===== src/asw_pkg.sv =====
package asw_pkg;
    // ***************************************************************
    // Pin timing and clock rate
    // ***************************************************************
    localparam int CLK_PERIOD_NS = 10;                       // Clock period of mclk
    localparam int T_RC_NS       = 45;                       // Read cycle time, slow grade
    localparam int T_WC_NS       = 45;                       // Write cycle time, slow grade
    localparam int T_STORE_MS    = 8;                        // Longest store duration
    localparam int T_LZ_BUSY_NS  = 5000;                     // Busy release to output active
    localparam int T_BUSY_ST_NS  = 1000;                     // Wait for busy to start
    localparam int SYNC_LAT      = 3;                        // Cycles allowed for the three-stage pin synchroniser
    // Least times round up
    localparam int RD_CYC   = (T_RC_NS + CLK_PERIOD_NS - 1) / CLK_PERIOD_NS + SYNC_LAT;
    localparam int WR_CYC   = (T_WC_NS + CLK_PERIOD_NS - 1) / CLK_PERIOD_NS;
    localparam int LZ_CYC   = (T_LZ_BUSY_NS + CLK_PERIOD_NS - 1) / CLK_PERIOD_NS;
    localparam int BST_CYC  = (T_BUSY_ST_NS + CLK_PERIOD_NS - 1) / CLK_PERIOD_NS;
    localparam int STORE_CYC = T_STORE_MS * 1000000 / CLK_PERIOD_NS;

    // ***************************************************************
    // Widths and command addresses
    // ***************************************************************
    localparam int AW  = 20;                                 // Device address width
    localparam int DW  = 16;                                 // Device data width
    localparam int CW  = 20;                                 // Counter width
    localparam logic [15:0] PFX0     = 16'h4e38;             // Sequence prefix, first
    localparam logic [15:0] PFX1     = 16'hb1c7;             // Sequence prefix, second
    localparam logic [15:0] PFX2     = 16'h83e0;             // Sequence prefix, third
    localparam logic [15:0] PFX3     = 16'h7c1f;             // Sequence prefix, fourth
    localparam logic [15:0] PFX4     = 16'h703f;             // Sequence prefix, fifth
    localparam logic [15:0] ADR_DIS  = 16'h8b45;             // Autosave off, sixth
    localparam logic [15:0] ADR_EN   = 16'h4b46;             // Autosave on, sixth
    localparam logic [15:0] ADR_STO  = 16'h8fc0;             // Software save, sixth
    localparam logic [3:0]  LAST_STEP = 4'hb;                // Twelve reads per command
    localparam logic [3:0]  SEQ_LEN   = 4'h6;                // Reads per sequence

    // ***************************************************************
    // Host command codes
    // ***************************************************************
    localparam logic [1:0] OP_READ  = 2'h0;                  // Plain array read
    localparam logic [1:0] OP_WRITE = 2'h1;                  // Plain array write
    localparam logic [1:0] OP_AS_OFF = 2'h2;                 // Turn autosave off
    localparam logic [1:0] OP_AS_ON  = 2'h3;                 // Turn autosave on

    typedef enum logic [5:0] {
        ST_IDLE   = 6'h01,
        ST_ACC    = 6'h02,
        ST_RECOV  = 6'h04,
        ST_BUSYLO = 6'h08,
        ST_BUSYHI = 6'h10,
        ST_SETTLE = 6'h20
    } asw_state_t;
endpackage


===== src/asw_host.sv =====
module asw_host #(
    parameter int STORE_WAIT = asw_pkg::STORE_CYC            // Longest store wait, cycles
) (
    input  wire logic                  mclk,                 // System clock
    input  wire logic                  rstn,                 // Async reset, active low
    input  wire logic                  cmd_valid,            // Command request
    input  wire logic [1:0]            cmd_op,               // Command code
    input  wire logic [asw_pkg::AW-1:0] cmd_addr,            // Word address
    input  wire logic [asw_pkg::DW-1:0] cmd_wdata,           // Write data
    output logic                       cmd_ready,            // Command taken when high
    output logic                       rsp_valid,            // Completion pulse
    output logic [asw_pkg::DW-1:0]     rsp_rdata,            // Read data
    output logic                       rsp_err,              // Store never finished
    output logic                       ce1_n,                // Chip enable one, low active
    output logic                       ce2,                  // Chip enable two, high active
    output logic                       oe_n,                 // Output enable, low active
    output logic                       we_n,                 // Write enable, low active
    output logic                       bhe_n,                // Upper byte enable
    output logic                       ble_n,                // Lower byte enable
    output logic [asw_pkg::AW-1:0]     mem_addr,             // Device address
    output logic [asw_pkg::DW-1:0]     dq_o,                 // Data out
    output logic                       dq_oe,                // Data drive enable
    input  wire logic [asw_pkg::DW-1:0] dq_i,                // Data in
    input  wire logic                  save_busy_n           // Device busy, low active
);
    // ***************************************************************
    // State
    // ***************************************************************
    typedef struct packed {
        asw_pkg::asw_state_t       st;                       // Sequencer state
        logic [asw_pkg::CW-1:0]    cnt;                      // Phase counter
        logic [3:0]                step;                     // Read index in command
        logic                      seq;                      // Mode command in flight
        logic [1:0]                op;                       // Latched command code
        logic                      cmd_ready;
        logic                      rsp_valid;
        logic [asw_pkg::DW-1:0]    rsp_rdata;
        logic                      rsp_err;
        logic                      ce1_n;
        logic                      ce2;
        logic                      oe_n;
        logic                      we_n;
        logic                      bhe_n;                    // Upper byte enable, held low
        logic                      ble_n;                    // Lower byte enable, held low
        logic [asw_pkg::AW-1:0]    mem_addr;
        logic [asw_pkg::DW-1:0]    dq_o;
        logic                      dq_oe;
    } asw_host_t;

    asw_host_t                 s;                            // Registered state
    asw_host_t                 next_s;                       // Next state
    logic [asw_pkg::DW-1:0]    dq_sync;                      // Synchronised data pins
    logic                      busy_n;                       // Synchronised busy pin

    // ***************************************************************
    // Pin synchronisers
    // ***************************************************************
    asw_sync #(.W(asw_pkg::DW), .RST('0)) u_dq_sync (
        .mclk (mclk),
        .rstn (rstn),
        .din  (dq_i),
        .dout (dq_sync)
    );
    asw_sync #(.W(1), .RST(1'b1)) u_busy_sync (
        .mclk (mclk),
        .rstn (rstn),
        .din  (save_busy_n),
        .dout (busy_n)
    );

    // Address of a read within a command; upper lines stay zero
    function automatic logic [asw_pkg::AW-1:0] seq_addr(input logic [3:0] step, input logic [1:0] op);
        logic [3:0]  idx;
        logic [15:0] a;
        idx = (step < asw_pkg::SEQ_LEN) ? step : step - asw_pkg::SEQ_LEN;
        case (idx)
            4'h0: a = asw_pkg::PFX0;
            4'h1: a = asw_pkg::PFX1;
            4'h2: a = asw_pkg::PFX2;
            4'h3: a = asw_pkg::PFX3;
            4'h4: a = asw_pkg::PFX4;
            default: begin
                if (step >= asw_pkg::SEQ_LEN) begin
                    a = asw_pkg::ADR_STO;
                end else if (op == asw_pkg::OP_AS_OFF) begin
                    a = asw_pkg::ADR_DIS;
                end else begin
                    a = asw_pkg::ADR_EN;
                end
            end
        endcase
        seq_addr = {4'h0, a};
    endfunction

    // ***************************************************************
    // Sequencer
    // ***************************************************************
    // All pin strobes come from the state register, so pins never glitch
    always_comb begin
        next_s           = s;
        next_s.rsp_valid = 1'b0;
        case (s.st)
            asw_pkg::ST_IDLE: begin
                next_s.cmd_ready = busy_n;                   // Hold off while device busy
                if (cmd_valid && s.cmd_ready && busy_n) begin
                    next_s.cmd_ready = 1'b0;
                    next_s.op      = cmd_op;
                    next_s.rsp_err = 1'b0;
                    next_s.step    = 4'h0;
                    next_s.seq     = cmd_op[1];
                    next_s.ce1_n   = 1'b0;
                    next_s.ce2     = 1'b1;
                    next_s.st      = asw_pkg::ST_ACC;
                    if (cmd_op == asw_pkg::OP_WRITE) begin
                        next_s.mem_addr = cmd_addr;
                        next_s.dq_o     = cmd_wdata;
                        next_s.dq_oe    = 1'b1;
                        next_s.we_n     = 1'b0;
                        next_s.cnt      = asw_pkg::CW'(asw_pkg::WR_CYC - 1);
                    end else begin
                        next_s.mem_addr = cmd_op[1] ? seq_addr(4'h0, cmd_op) : cmd_addr;
                        next_s.oe_n     = 1'b0;
                        next_s.cnt      = asw_pkg::CW'(asw_pkg::RD_CYC - 1);
                    end
                end
            end
            asw_pkg::ST_ACC: begin
                // Chip enable frames each access, giving chip-enable controlled reads
                if (s.cnt == '0) begin
                    next_s.rsp_rdata = s.op == asw_pkg::OP_READ ? dq_sync : s.rsp_rdata;
                    next_s.ce1_n = 1'b1;
                    next_s.ce2   = 1'b0;
                    next_s.oe_n  = 1'b1;
                    next_s.we_n  = 1'b1;
                    next_s.dq_oe = 1'b0;
                    next_s.st    = asw_pkg::ST_RECOV;
                end else begin
                    next_s.cnt = s.cnt - 1'b1;
                end
            end
            asw_pkg::ST_RECOV: begin
                if (s.seq && s.step != asw_pkg::LAST_STEP) begin
                    // Next read of the command; write enable never drops
                    next_s.step     = s.step + 4'h1;
                    next_s.mem_addr = seq_addr(s.step + 4'h1, s.op);
                    next_s.ce1_n    = 1'b0;
                    next_s.ce2      = 1'b1;
                    next_s.oe_n     = 1'b0;
                    next_s.cnt      = asw_pkg::CW'(asw_pkg::RD_CYC - 1);
                    next_s.st       = asw_pkg::ST_ACC;
                end else if (s.seq) begin
                    next_s.cnt = asw_pkg::CW'(asw_pkg::BST_CYC - 1);
                    next_s.st  = asw_pkg::ST_BUSYLO;
                end else begin
                    next_s.rsp_valid = 1'b1;
                    next_s.st        = asw_pkg::ST_IDLE;
                end
            end
            asw_pkg::ST_BUSYLO: begin
                // Device may skip the store; give up waiting after a bound
                if (!busy_n) begin
                    next_s.cnt = asw_pkg::CW'(STORE_WAIT - 1);
                    next_s.st  = asw_pkg::ST_BUSYHI;
                end else if (s.cnt == '0) begin
                    next_s.cnt = asw_pkg::CW'(asw_pkg::LZ_CYC - 1);
                    next_s.st  = asw_pkg::ST_SETTLE;
                end else begin
                    next_s.cnt = s.cnt - 1'b1;
                end
            end
            asw_pkg::ST_BUSYHI: begin
                if (busy_n || s.cnt == '0) begin
                    next_s.rsp_err = !busy_n;
                    next_s.cnt     = asw_pkg::CW'(asw_pkg::LZ_CYC - 1);
                    next_s.st      = asw_pkg::ST_SETTLE;
                end else begin
                    next_s.cnt = s.cnt - 1'b1;
                end
            end
            asw_pkg::ST_SETTLE: begin
                // Array stays blocked a while after busy releases
                if (s.cnt == '0) begin
                    next_s.seq       = 1'b0;
                    next_s.rsp_valid = 1'b1;
                    next_s.st        = asw_pkg::ST_IDLE;
                end else begin
                    next_s.cnt = s.cnt - 1'b1;
                end
            end
            default: begin
                next_s.st = asw_pkg::ST_IDLE;
            end
        endcase
    end

    // State register; chip deselected, strobes and data drive released in reset, byte enables low
    always_ff @(posedge mclk or negedge rstn) begin
        if (!rstn) begin
            s       <= '0;
            s.st    <= asw_pkg::ST_IDLE;
            s.ce1_n <= 1'b1;
            s.oe_n  <= 1'b1;
            s.we_n  <= 1'b1;
        end else begin
            s <= next_s;
        end
    end

    // ***************************************************************
    // Outputs
    // ***************************************************************
    assign cmd_ready = s.cmd_ready;
    assign rsp_valid = s.rsp_valid;
    assign rsp_rdata = s.rsp_rdata;
    assign rsp_err   = s.rsp_err;
    assign ce1_n     = s.ce1_n;
    assign ce2       = s.ce2;
    assign oe_n      = s.oe_n;
    assign we_n      = s.we_n;
    assign bhe_n     = s.bhe_n;
    assign ble_n     = s.ble_n;
    assign mem_addr  = s.mem_addr;
    assign dq_o      = s.dq_o;
    assign dq_oe     = s.dq_oe;

    // ***************************************************************
    // Checks
    // ***************************************************************
    AST_DIS_ADDR: assert property (@(posedge mclk) disable iff (!rstn)
        $fell(ce1_n) && s.seq && s.step == 4'h5 && s.op == asw_pkg::OP_AS_OFF |-> mem_addr == 20'h08b45)
        else $error("Sixth read of off command has wrong address");
    AST_EN_ADDR: assert property (@(posedge mclk) disable iff (!rstn)
        $fell(ce1_n) && s.seq && s.step == 4'h5 && s.op == asw_pkg::OP_AS_ON |-> mem_addr == 20'h04b46)
        else $error("Sixth read of on command has wrong address");
    AST_PREFIX: assert property (@(posedge mclk) disable iff (!rstn)
        $fell(ce1_n) && s.seq && s.step == 4'h1 |-> mem_addr == 20'h0b1c7 && $past(mem_addr, 1 + asw_pkg::RD_CYC) == 20'h04e38)
        else $error("Prefix order broken");
    AST_CE_FRAME: assert property (@(posedge mclk) disable iff (!rstn)
        $fell(ce1_n) && we_n |-> !ce1_n && !oe_n [*8] ##1 ce1_n && oe_n)
        else $error("Read not framed by chip enable");
    AST_STORE_FOLLOWS: assert property (@(posedge mclk) disable iff (!rstn)
        $fell(ce1_n) && s.seq && s.step == 4'hb |-> mem_addr == 20'h08fc0)
        else $error("Mode change not followed by save");
    AST_NO_INTRUDE: assert property (@(posedge mclk) disable iff (!rstn)
        s.seq |-> !cmd_ready && !dq_oe)
        else $error("Access accepted inside a sequence");
    AST_WE_HIGH: assert property (@(posedge mclk) disable iff (!rstn)
        s.seq && !ce1_n |-> we_n && !oe_n)
        else $error("Write enable low during sequence read");
    AST_UPPER_ZERO: assert property (@(posedge mclk) disable iff (!rstn)
        s.seq && !ce1_n |-> mem_addr[19:16] == 4'h0)
        else $error("Upper address lines not zero in sequence");
    AST_SELECT: assert property (@(posedge mclk) disable iff (!rstn)
        ce2 == !ce1_n)
        else $error("Chip enables disagree");
endmodule


===== src/asw_sync.sv =====
// Three-stage pin synchroniser; a bit changes once stages two and three agree
module asw_sync #(
    parameter int            W   = 1,                        // Number of bits
    parameter logic [W-1:0]  RST = '0                        // Reset level
) (
    input  wire logic         mclk,                          // System clock
    input  wire logic         rstn,                          // Async reset, active low
    input  wire logic [W-1:0] din,                           // Pin level
    output logic      [W-1:0] dout                           // Filtered level
);
    // ***************************************************************
    // Per-bit chain
    // ***************************************************************
    genvar i;
    generate
        for (i = 0; i < W; i++) begin : g_bit
            logic s1;                                        // Read only by s2
            logic s2;                                        // Second stage
            logic s3;                                        // Third stage
            // Output only moves on agreement, so a metastable settle is ignored
            always_ff @(posedge mclk or negedge rstn) begin
                if (!rstn) begin
                    s1      <= RST[i];
                    s2      <= RST[i];
                    s3      <= RST[i];
                    dout[i] <= RST[i];
                end else begin
                    s1 <= din[i];
                    s2 <= s1;
                    s3 <= s2;
                    if (s2 == s3) begin
                        dout[i] <= s3;
                    end
                end
            end
        end
    endgenerate
endmodule


===== config.mk =====
export PLATFORM = sky130hd
export DESIGN_NAME = asw_host
export DESIGN_NICKNAME = d
export VERILOG_FILES = /design/src/asw_pkg.sv /design/src/asw_host.sv /design/src/asw_sync.sv
export SDC_FILE = /design/constraint.sdc
export NUM_CORES = 1
export LEC_CHECK = 0
export BUFFER_PORTS_ARGS = -buffer_cell sky130_fd_sc_hd__buf_4
export CORE_MARGIN = 2
export CORE_UTILIZATION = 45
export CTS_CLUSTER_SIZE = 16
export DETAILED_ROUTE_END_ITERATION = 8
export GPL_TIMING_DRIVEN = 0
export PLACE_DENSITY = 0.63
export RECOVER_POWER = 100
export SLEW_MARGIN = 20
export SYNTH_ARGS = -nofsm -noshare
export SYNTH_HDL_FRONTEND = slang
export SYNTH_SLANG_ARGS = --single-unit

===== constraint.sdc =====
create_clock -name mclk -period 4.2 [get_ports mclk]
set_clock_uncertainty 0.15 [all_clocks]
set_input_delay 0.84 -clock mclk [delete_from_list [all_inputs] [get_ports mclk]]
set_output_delay 0.84 -clock mclk [all_outputs]
set_load 0.05 [all_outputs]

==> results.json, run 1 <==
{
  "coreArea_mm2": 0.0158,
  "cts_root_buffer": "clkbuf_16",
  "fin_crit_ps": 3730,
  "yosys_warnings": 0,
  "rsz0062_at_grt": "no",
  "cts_tree": "done",
  "finalWirelength_um": 16300,
  "first_pass_iters": 6,
  "stdcell_count": 1016,
  "finalInstanceArea_mm2": 0.00865,
  "hold_viol_final": 0,
  "place_ws_ps": 551,
  "violations": "capacitance limit, slew limit",
  "num_rows": 46,
  "insertion_delay_ps": 430,
  "die_height_um": 130,
  "antennaDiodeCount": 0,
  "power_density_mw_per_mm2": 680,
  "yosys.area.top_type": "dfrtp_1",
  "place_inst": 984,
  "fin_nets": 849,
  "clock-sinks": 161,
  "synth.top_cell.area_share_pct": 53.2,
  "p_leak_nw": 3.91,
  "max_freq_mhz": 268,
  "synth_ff_type": "dfrtp_1",
  "cts_resized": 0,
  "whs_path_depth": 0,
  "finalSetupTns_ps": 0,
  "ys_ff_latch": 161,
  "cp.arrival_ps": 3920,
  "async_flop_share_pct": 100,
  "status": "finished with violations",
  "startpoint_type": "register",
  "dp_hpwl_um": 11700,
  "max-slew-margin-rel_pct": -61.9,
  "reg2reg_depth": 11,
  "timing.final.ws_setup_ps": 470,
  "synth_area_per_cell_um2": 11.1,
  "grt_pass1_wl_um": 26600,
  "syn_area_mm2": 0.00719,
  "grt_pass1_vias": 5164,
  "synth.distinct_cells": 71,
  "crit_fanout": 10,
  "portBuffers": 116,
  "final_max_slew_viol_count": 44,
  "finalSetupViolCount": 0,
  "cts.path.max_buffers": 2,
  "hp-class": "register to register",
  "yosysSeqAreaShare_pct": 56.2,
  "drc": 0,
  "grt_max_degree": 62,
  "drtIter0Drc": 474,
  "path_class": "register to register",
  "htreeDepth": 4,
  "placed_area_mm2": 0.00840,
  "clk_pin_slew_ps": 60,
  "antenna_found_initial": 0,
  "routed_via_density": 5.27,
  "die-area_mm2": 0.0170,
  "cp-end-kind": "register",
  "drive_gt1_share_pct": 23.3,
  "cp_data_required_time_ps": 4390,
  "cts_setup_buffers": 0,
  "postRouteAntennaNets": 0,
  "fin_crit_sh_pct": 88.8,
  "gp_congestion": 0.881,
  "start_util_pct": 45.6,
  "postSynthCellCount": 649,
  "ir_worst_vdd_mv": 0.429,
  "synth-edff-count": 0,
  "area_growth_pct": 20.2,
  "whs_ps": 199,
  "drv_cap": 1,
  "synth_area_leaders": "dfrtp_1 (53%), buf_4 (5.6%), mux2_2 (3.8%)",
  "vias": 5359,
  "fp.dieW_um": 130,
  "tightest_slew_ps": 2430,
  "io_pins": 120,
  "numCtsBuffers": 17,
  "grt-ovfl-total": 0,
  "fill_cells": 1462,
  "grt_usage_pct": 20.2,
  "wl_per_cell_um": 16.1,
  "hold_buffers": 0
}
==> through the flow <==
step / util (%) / total power [mW]
after floorplan: - / 3.94
after global placement: 52.9 / 4.56
after detailed placement: 53.3 / 4.63
after CTS: 56.8 / 6.10
after global routing: 54.8 / 6.24
final: 54.8 / 5.88
==> layer usage <==
metal | routed length, um | share of wire (%) | global-route usage (%) | up-vias
met5 | 0 | 0 | 0 | -
met4 | 278 | 1.7 | 7.95 | 0
met3 | 1010 | 6.2 | 4.48 | 21
met2 | 7380 | 45 | 30.7 | 191
met1 | 7670 | 47 | 28.5 | 2610
li1 | - | - | - | 2537
==> worst max-delay path, stage by stage (launching register included) <==
cell and delay, ps:
dfrtp_1 480, inv_1 90, ha_1 270, clkbuf_1 350
inv_1 190, ha_1 330, clkbuf_1 340, a221oi_1 150
o32ai_1 400, o21ai_0 290, or3_1 420, a31oi_1 190
==> registers in the layout (all words and copies together), names as in the netlist, 16 cells and up <==
register / count
mem_addr: 20
u_dq_sync.g_bit.s3: 16
dq_o: 16
u_dq_sync.g_bit.s1: 16
u_dq_sync.dout: 16
u_dq_sync.g_bit.s2: 16
rsp_rdata: 16
s: 33
==> cell usage after synthesis, types with 5 or more instances <==
master	count
clkbuf_1	24
o21ai_0	37
and3_1	6
buf_4	54
dfstp_2	8
or3_1	8
nor3_1	10
xor2_1	9
a31oi_1	16
nand3_1	19
o22ai_1	7
and2_1	5
mux2_2	24
nand2_1	42
nor2b_1	6
dfrtp_1	153
mux2_4	10
nor4_1	9
nor2_1	47
a21oi_1	37
maj3_1	17
or2_2	5
nand2b_1	5
inv_1	15
==> final cells by class <==
| type | instances | area (um^2) | share of cell area (%) |
|---|---|---|---|
| sequential | 161 | 4040 | 46.7 |
| multi-input combinational | 392 | 2530 | 29.2 |
| timing repair buffer | 118 | 677 | 7.83 |
| buffer | 82 | 512 | 5.92 |
| clock buffer | 21 | 470 | 5.44 |
| tap | 216 | 270 | 3.13 |
| clock inverter | 11 | 93.8 | 1.09 |
| inverter | 15 | 56.3 | 0.651 |
==> report_power, final <==
part | switching (mW) | internal [mW] | total [mW]
logic | 1.54 | 0.763 | 2.31
clock network | 0.646 | 0.817 | 1.46
registers | 0.227 | 1.89 | 2.11
==> cells by family after synthesis <==
| logic type | synth area share [%] |
|---|---|
| xor+xnor | 1.22 |
| compound gates | 12.5 |
| simple gates | 12.7 |
| fa+ha+maj | 3.06 |
| flops | 56.2 |
| mux | 6.12 |
| buf+inv | 8.16 |
| other cells | 0.0521 |
==> layout by cell type (no fill, tap or decap), drive strengths merged, types with 17 or more instances in the layout <==
| master | n |
|---|---|
| nand2 | 42 |
| maj3 | 17 |
| inv | 21 |
| o21ai | 38 |
| buf | 93 |
| mux2 | 34 |
| nor2 | 47 |
| nand3 | 19 |
| dfrtp | 153 |
| clkbuf | 128 |
| a21oi | 37 |
==> path summary, 6_finish.rpt <==
path                                        from                    end  slack, ps
max                                        s[66]           mem_addr[14]        470
min                        u_dq_sync.g_bit[3].s1  u_dq_sync.g_bit[3].s2        200
max reg2reg                                s[66]           mem_addr[14]        470
min reg2reg                u_dq_sync.g_bit[3].s1  u_dq_sync.g_bit[3].s2        200
max in group asynchronous                   rstn                  s[86]        860
min in group asynchronous                   rstn           rsp_rdata[5]       1000
(Power assumes the default switching activity.)
==> inputs of run 2 (changes only) <==
--- a/constraint.sdc
+++ b/constraint.sdc
@@ -3,3 +3,3 @@
 set_input_delay 0.84 -clock mclk [delete_from_list [all_inputs] [get_ports mclk]]
 set_output_delay 0.84 -clock mclk [all_outputs]
-set_load 0.05 [all_outputs]
+set_load 0.01 [all_outputs]
==> run 2 against run 1 <==
Compared with the run above:
- the flow still finishes with violations (capacitance limit, slew limit)
- clock power is essentially flat
- setup slack better by 13 ps
- register-to-register slack is essentially flat
- sequential power hardly changed
- sequential share of layout area down 0.74 points
- design area grew 1.6%
- core utilization is 0.88 points higher
- flip-flop and latch count did not move
- non-clock buffer count unchanged
- worst hold slack about the same
- global-route usage unchanged
- via count is 0.75% higher
- largest cell class unchanged
==> results.json, run 2 (synthesis gave the netlist of run 1 again) <==
{
  "max-slew-margin-rel_pct": -60.5,
  "drv_cap": 1,
  "fin_crit_ps": 3720,
  "grt_pass1_wl_um": 26600,
  "place_inst": 984,
  "worstSetupEndpoint": "s[86]",
  "clock-sinks": 161,
  "placed_area_mm2": 0.00840,
  "first_pass_iters": 6,
  "insertion_delay_ps": 430,
  "grt_usage_pct": 20.2,
  "gp_congestion": 0.881,
  "die_height_um": 130,
  "place_ws_ps": 551,
  "largest_register": "s",
  "finalInstanceArea_mm2": 0.00879,
  "cts_resized": 0,
  "ir_worst_vdd_mv": 0.362,
  "vias": 5399,
  "startpoint_type": "register",
  "antennaDiodeCount": 0,
  "reg2reg_depth": 7,
  "cts_root_buffer": "clkbuf_16",
  "routed_via_density": 5.31,
  "violations": "capacitance limit, slew limit",
  "finalWirelength_um": 16300,
  "wl_per_cell_um": 16.0,
  "grt-ovfl-total": 0,
  "cts_setup_buffers": 0,
  "num_rows": 46,
  "drtIter0Drc": 472,
  "start_util_pct": 45.6,
  "dp_hpwl_um": 11700,
  "largest_reg_flops": 33,
  "crit_fanout": 9,
  "rr_endpoint": "s[86]",
  "status": "finished with violations",
  "htreeDepth": 4,
  "cts_tree": "done",
  "layout_common_cells": "dfrtp_1 (153), buf_4 (94), clkbuf_4 (53)",
  "rsz0062_at_grt": "no",
  "p_leak_nw": 4.04,
  "portBuffers": 116,
  "cp_data_required_time_ps": 4310,
  "power_mw": 5.37,
  "whs_path_depth": 0,
  "numCtsBuffers": 17,
  "power_density_mw_per_mm2": 611,
  "area_growth_pct": 22.2,
  "cts.path.max_buffers": 2,
  "fp.dieW_um": 130,
  "timing.final.ws_setup_ps": 483,
  "io_pins": 120,
  "cp-end-kind": "register",
  "hold_viol_final": 0,
  "critical_path.startpoint": "s[92]",
  "drive_gt1_share_pct": 27.6,
  "postRouteAntennaNets": 0,
  "hold_buffers": 0,
  "path_class": "register to register",
  "stdcell_count": 1016,
  "grt_pass1_vias": 5164,
  "r2r-start": "s[92]",
  "final_max_slew_viol_count": 44,
  "coreArea_mm2": 0.0158,
  "max_freq_mhz": 269,
  "grt_max_degree": 62,
  "clk_pin_slew_ps": 70,
  "fin_nets": 849,
  "antenna_found_initial": 0,
  "r2r_setup_slack_ps": 480,
  "cp.arrival_ps": 3830,
  "tightest_slew_ps": 2410,
  "die-area_mm2": 0.0170,
  "finalSetupViolCount": 0,
  "hp-class": "register to register",
  "fin_crit_sh_pct": 88.5,
  "drc": 0,
  "fill_cells": 1420,
  "layout_commonest_cell": "dfrtp_1",
  "finalSetupTns_ps": 0
}
[run 2: cell count changes in the layout (fill, tap and decap cells not counted)]
cell / previous run / this run
clkbuf_1: 89 / 52
clkbuf_4: 18 / 53
buf_4: 92 / 94
dfstp_1: 1 / 3
dfstp_2: 7 / 5
[run 2: stage by stage]
step | hold slack (ps) | utilization, %
finish | 199 | 55.7
global placement | 184 | 52.9
CTS | 142 | 56.8
floorplan | 181 | -
detailed placement | 186 | 53.3
global route | 202 | 55.7
[run 2: worst max-delay path, cell delays in order (launching register included)]
cell and delay (ps):
dfrtp_1 360, clkbuf_1 210, nor4_1 610, nand4_1 430, nand3_1 410, o21ai_0 340
a211oi_1 900, nor2_1 140
[run 2: worst min-delay path by stage]
stage                      startpoint                     end
2_1_floorplan   u_dq_sync.g_bit[0].s1   u_dq_sync.g_bit[0].s2
3_3_place_gp   u_dq_sync.g_bit[11].s1  u_dq_sync.g_bit[11].s2
3_5_place_dp    u_dq_sync.g_bit[3].s1   u_dq_sync.g_bit[3].s2
4_1_cts                          rstn            rsp_rdata[5]
5_1_grt         u_dq_sync.g_bit[9].s1   u_dq_sync.g_bit[9].s2
6_report        u_dq_sync.g_bit[3].s1   u_dq_sync.g_bit[3].s2
[run 2: where the power goes]
part | internal, mW | switching (mW)
combinational | 0.847 | 0.952
clock | 0.817 | 0.645
sequential | 1.88 | 0.223
total | 3.55 | 1.82
[run 2: area by class of cell]
type	instances	area, um^2	area share [%]
Multi-Input combinational cell	392	2530	28.8
Clock inverter	11	93.8	1.07
Buffer	82	512	5.82
Sequential cell	161	4040	46.0
Tap cell	216	270	3.08
Clock buffer	21	470	5.35
Inverter	15	56.3	0.641
Timing Repair Buffer	118	816	9.29
[run 2: layer usage]
layer  up-vias  global-route usage [%]  share of wire [%]
met2       200                    30.7                 45
li1       2545                       -                  -
met3        26                    4.48                6.3
met4         0                    7.95                2.1
met1      2628                    28.5                 46
met5         -                       0                  0
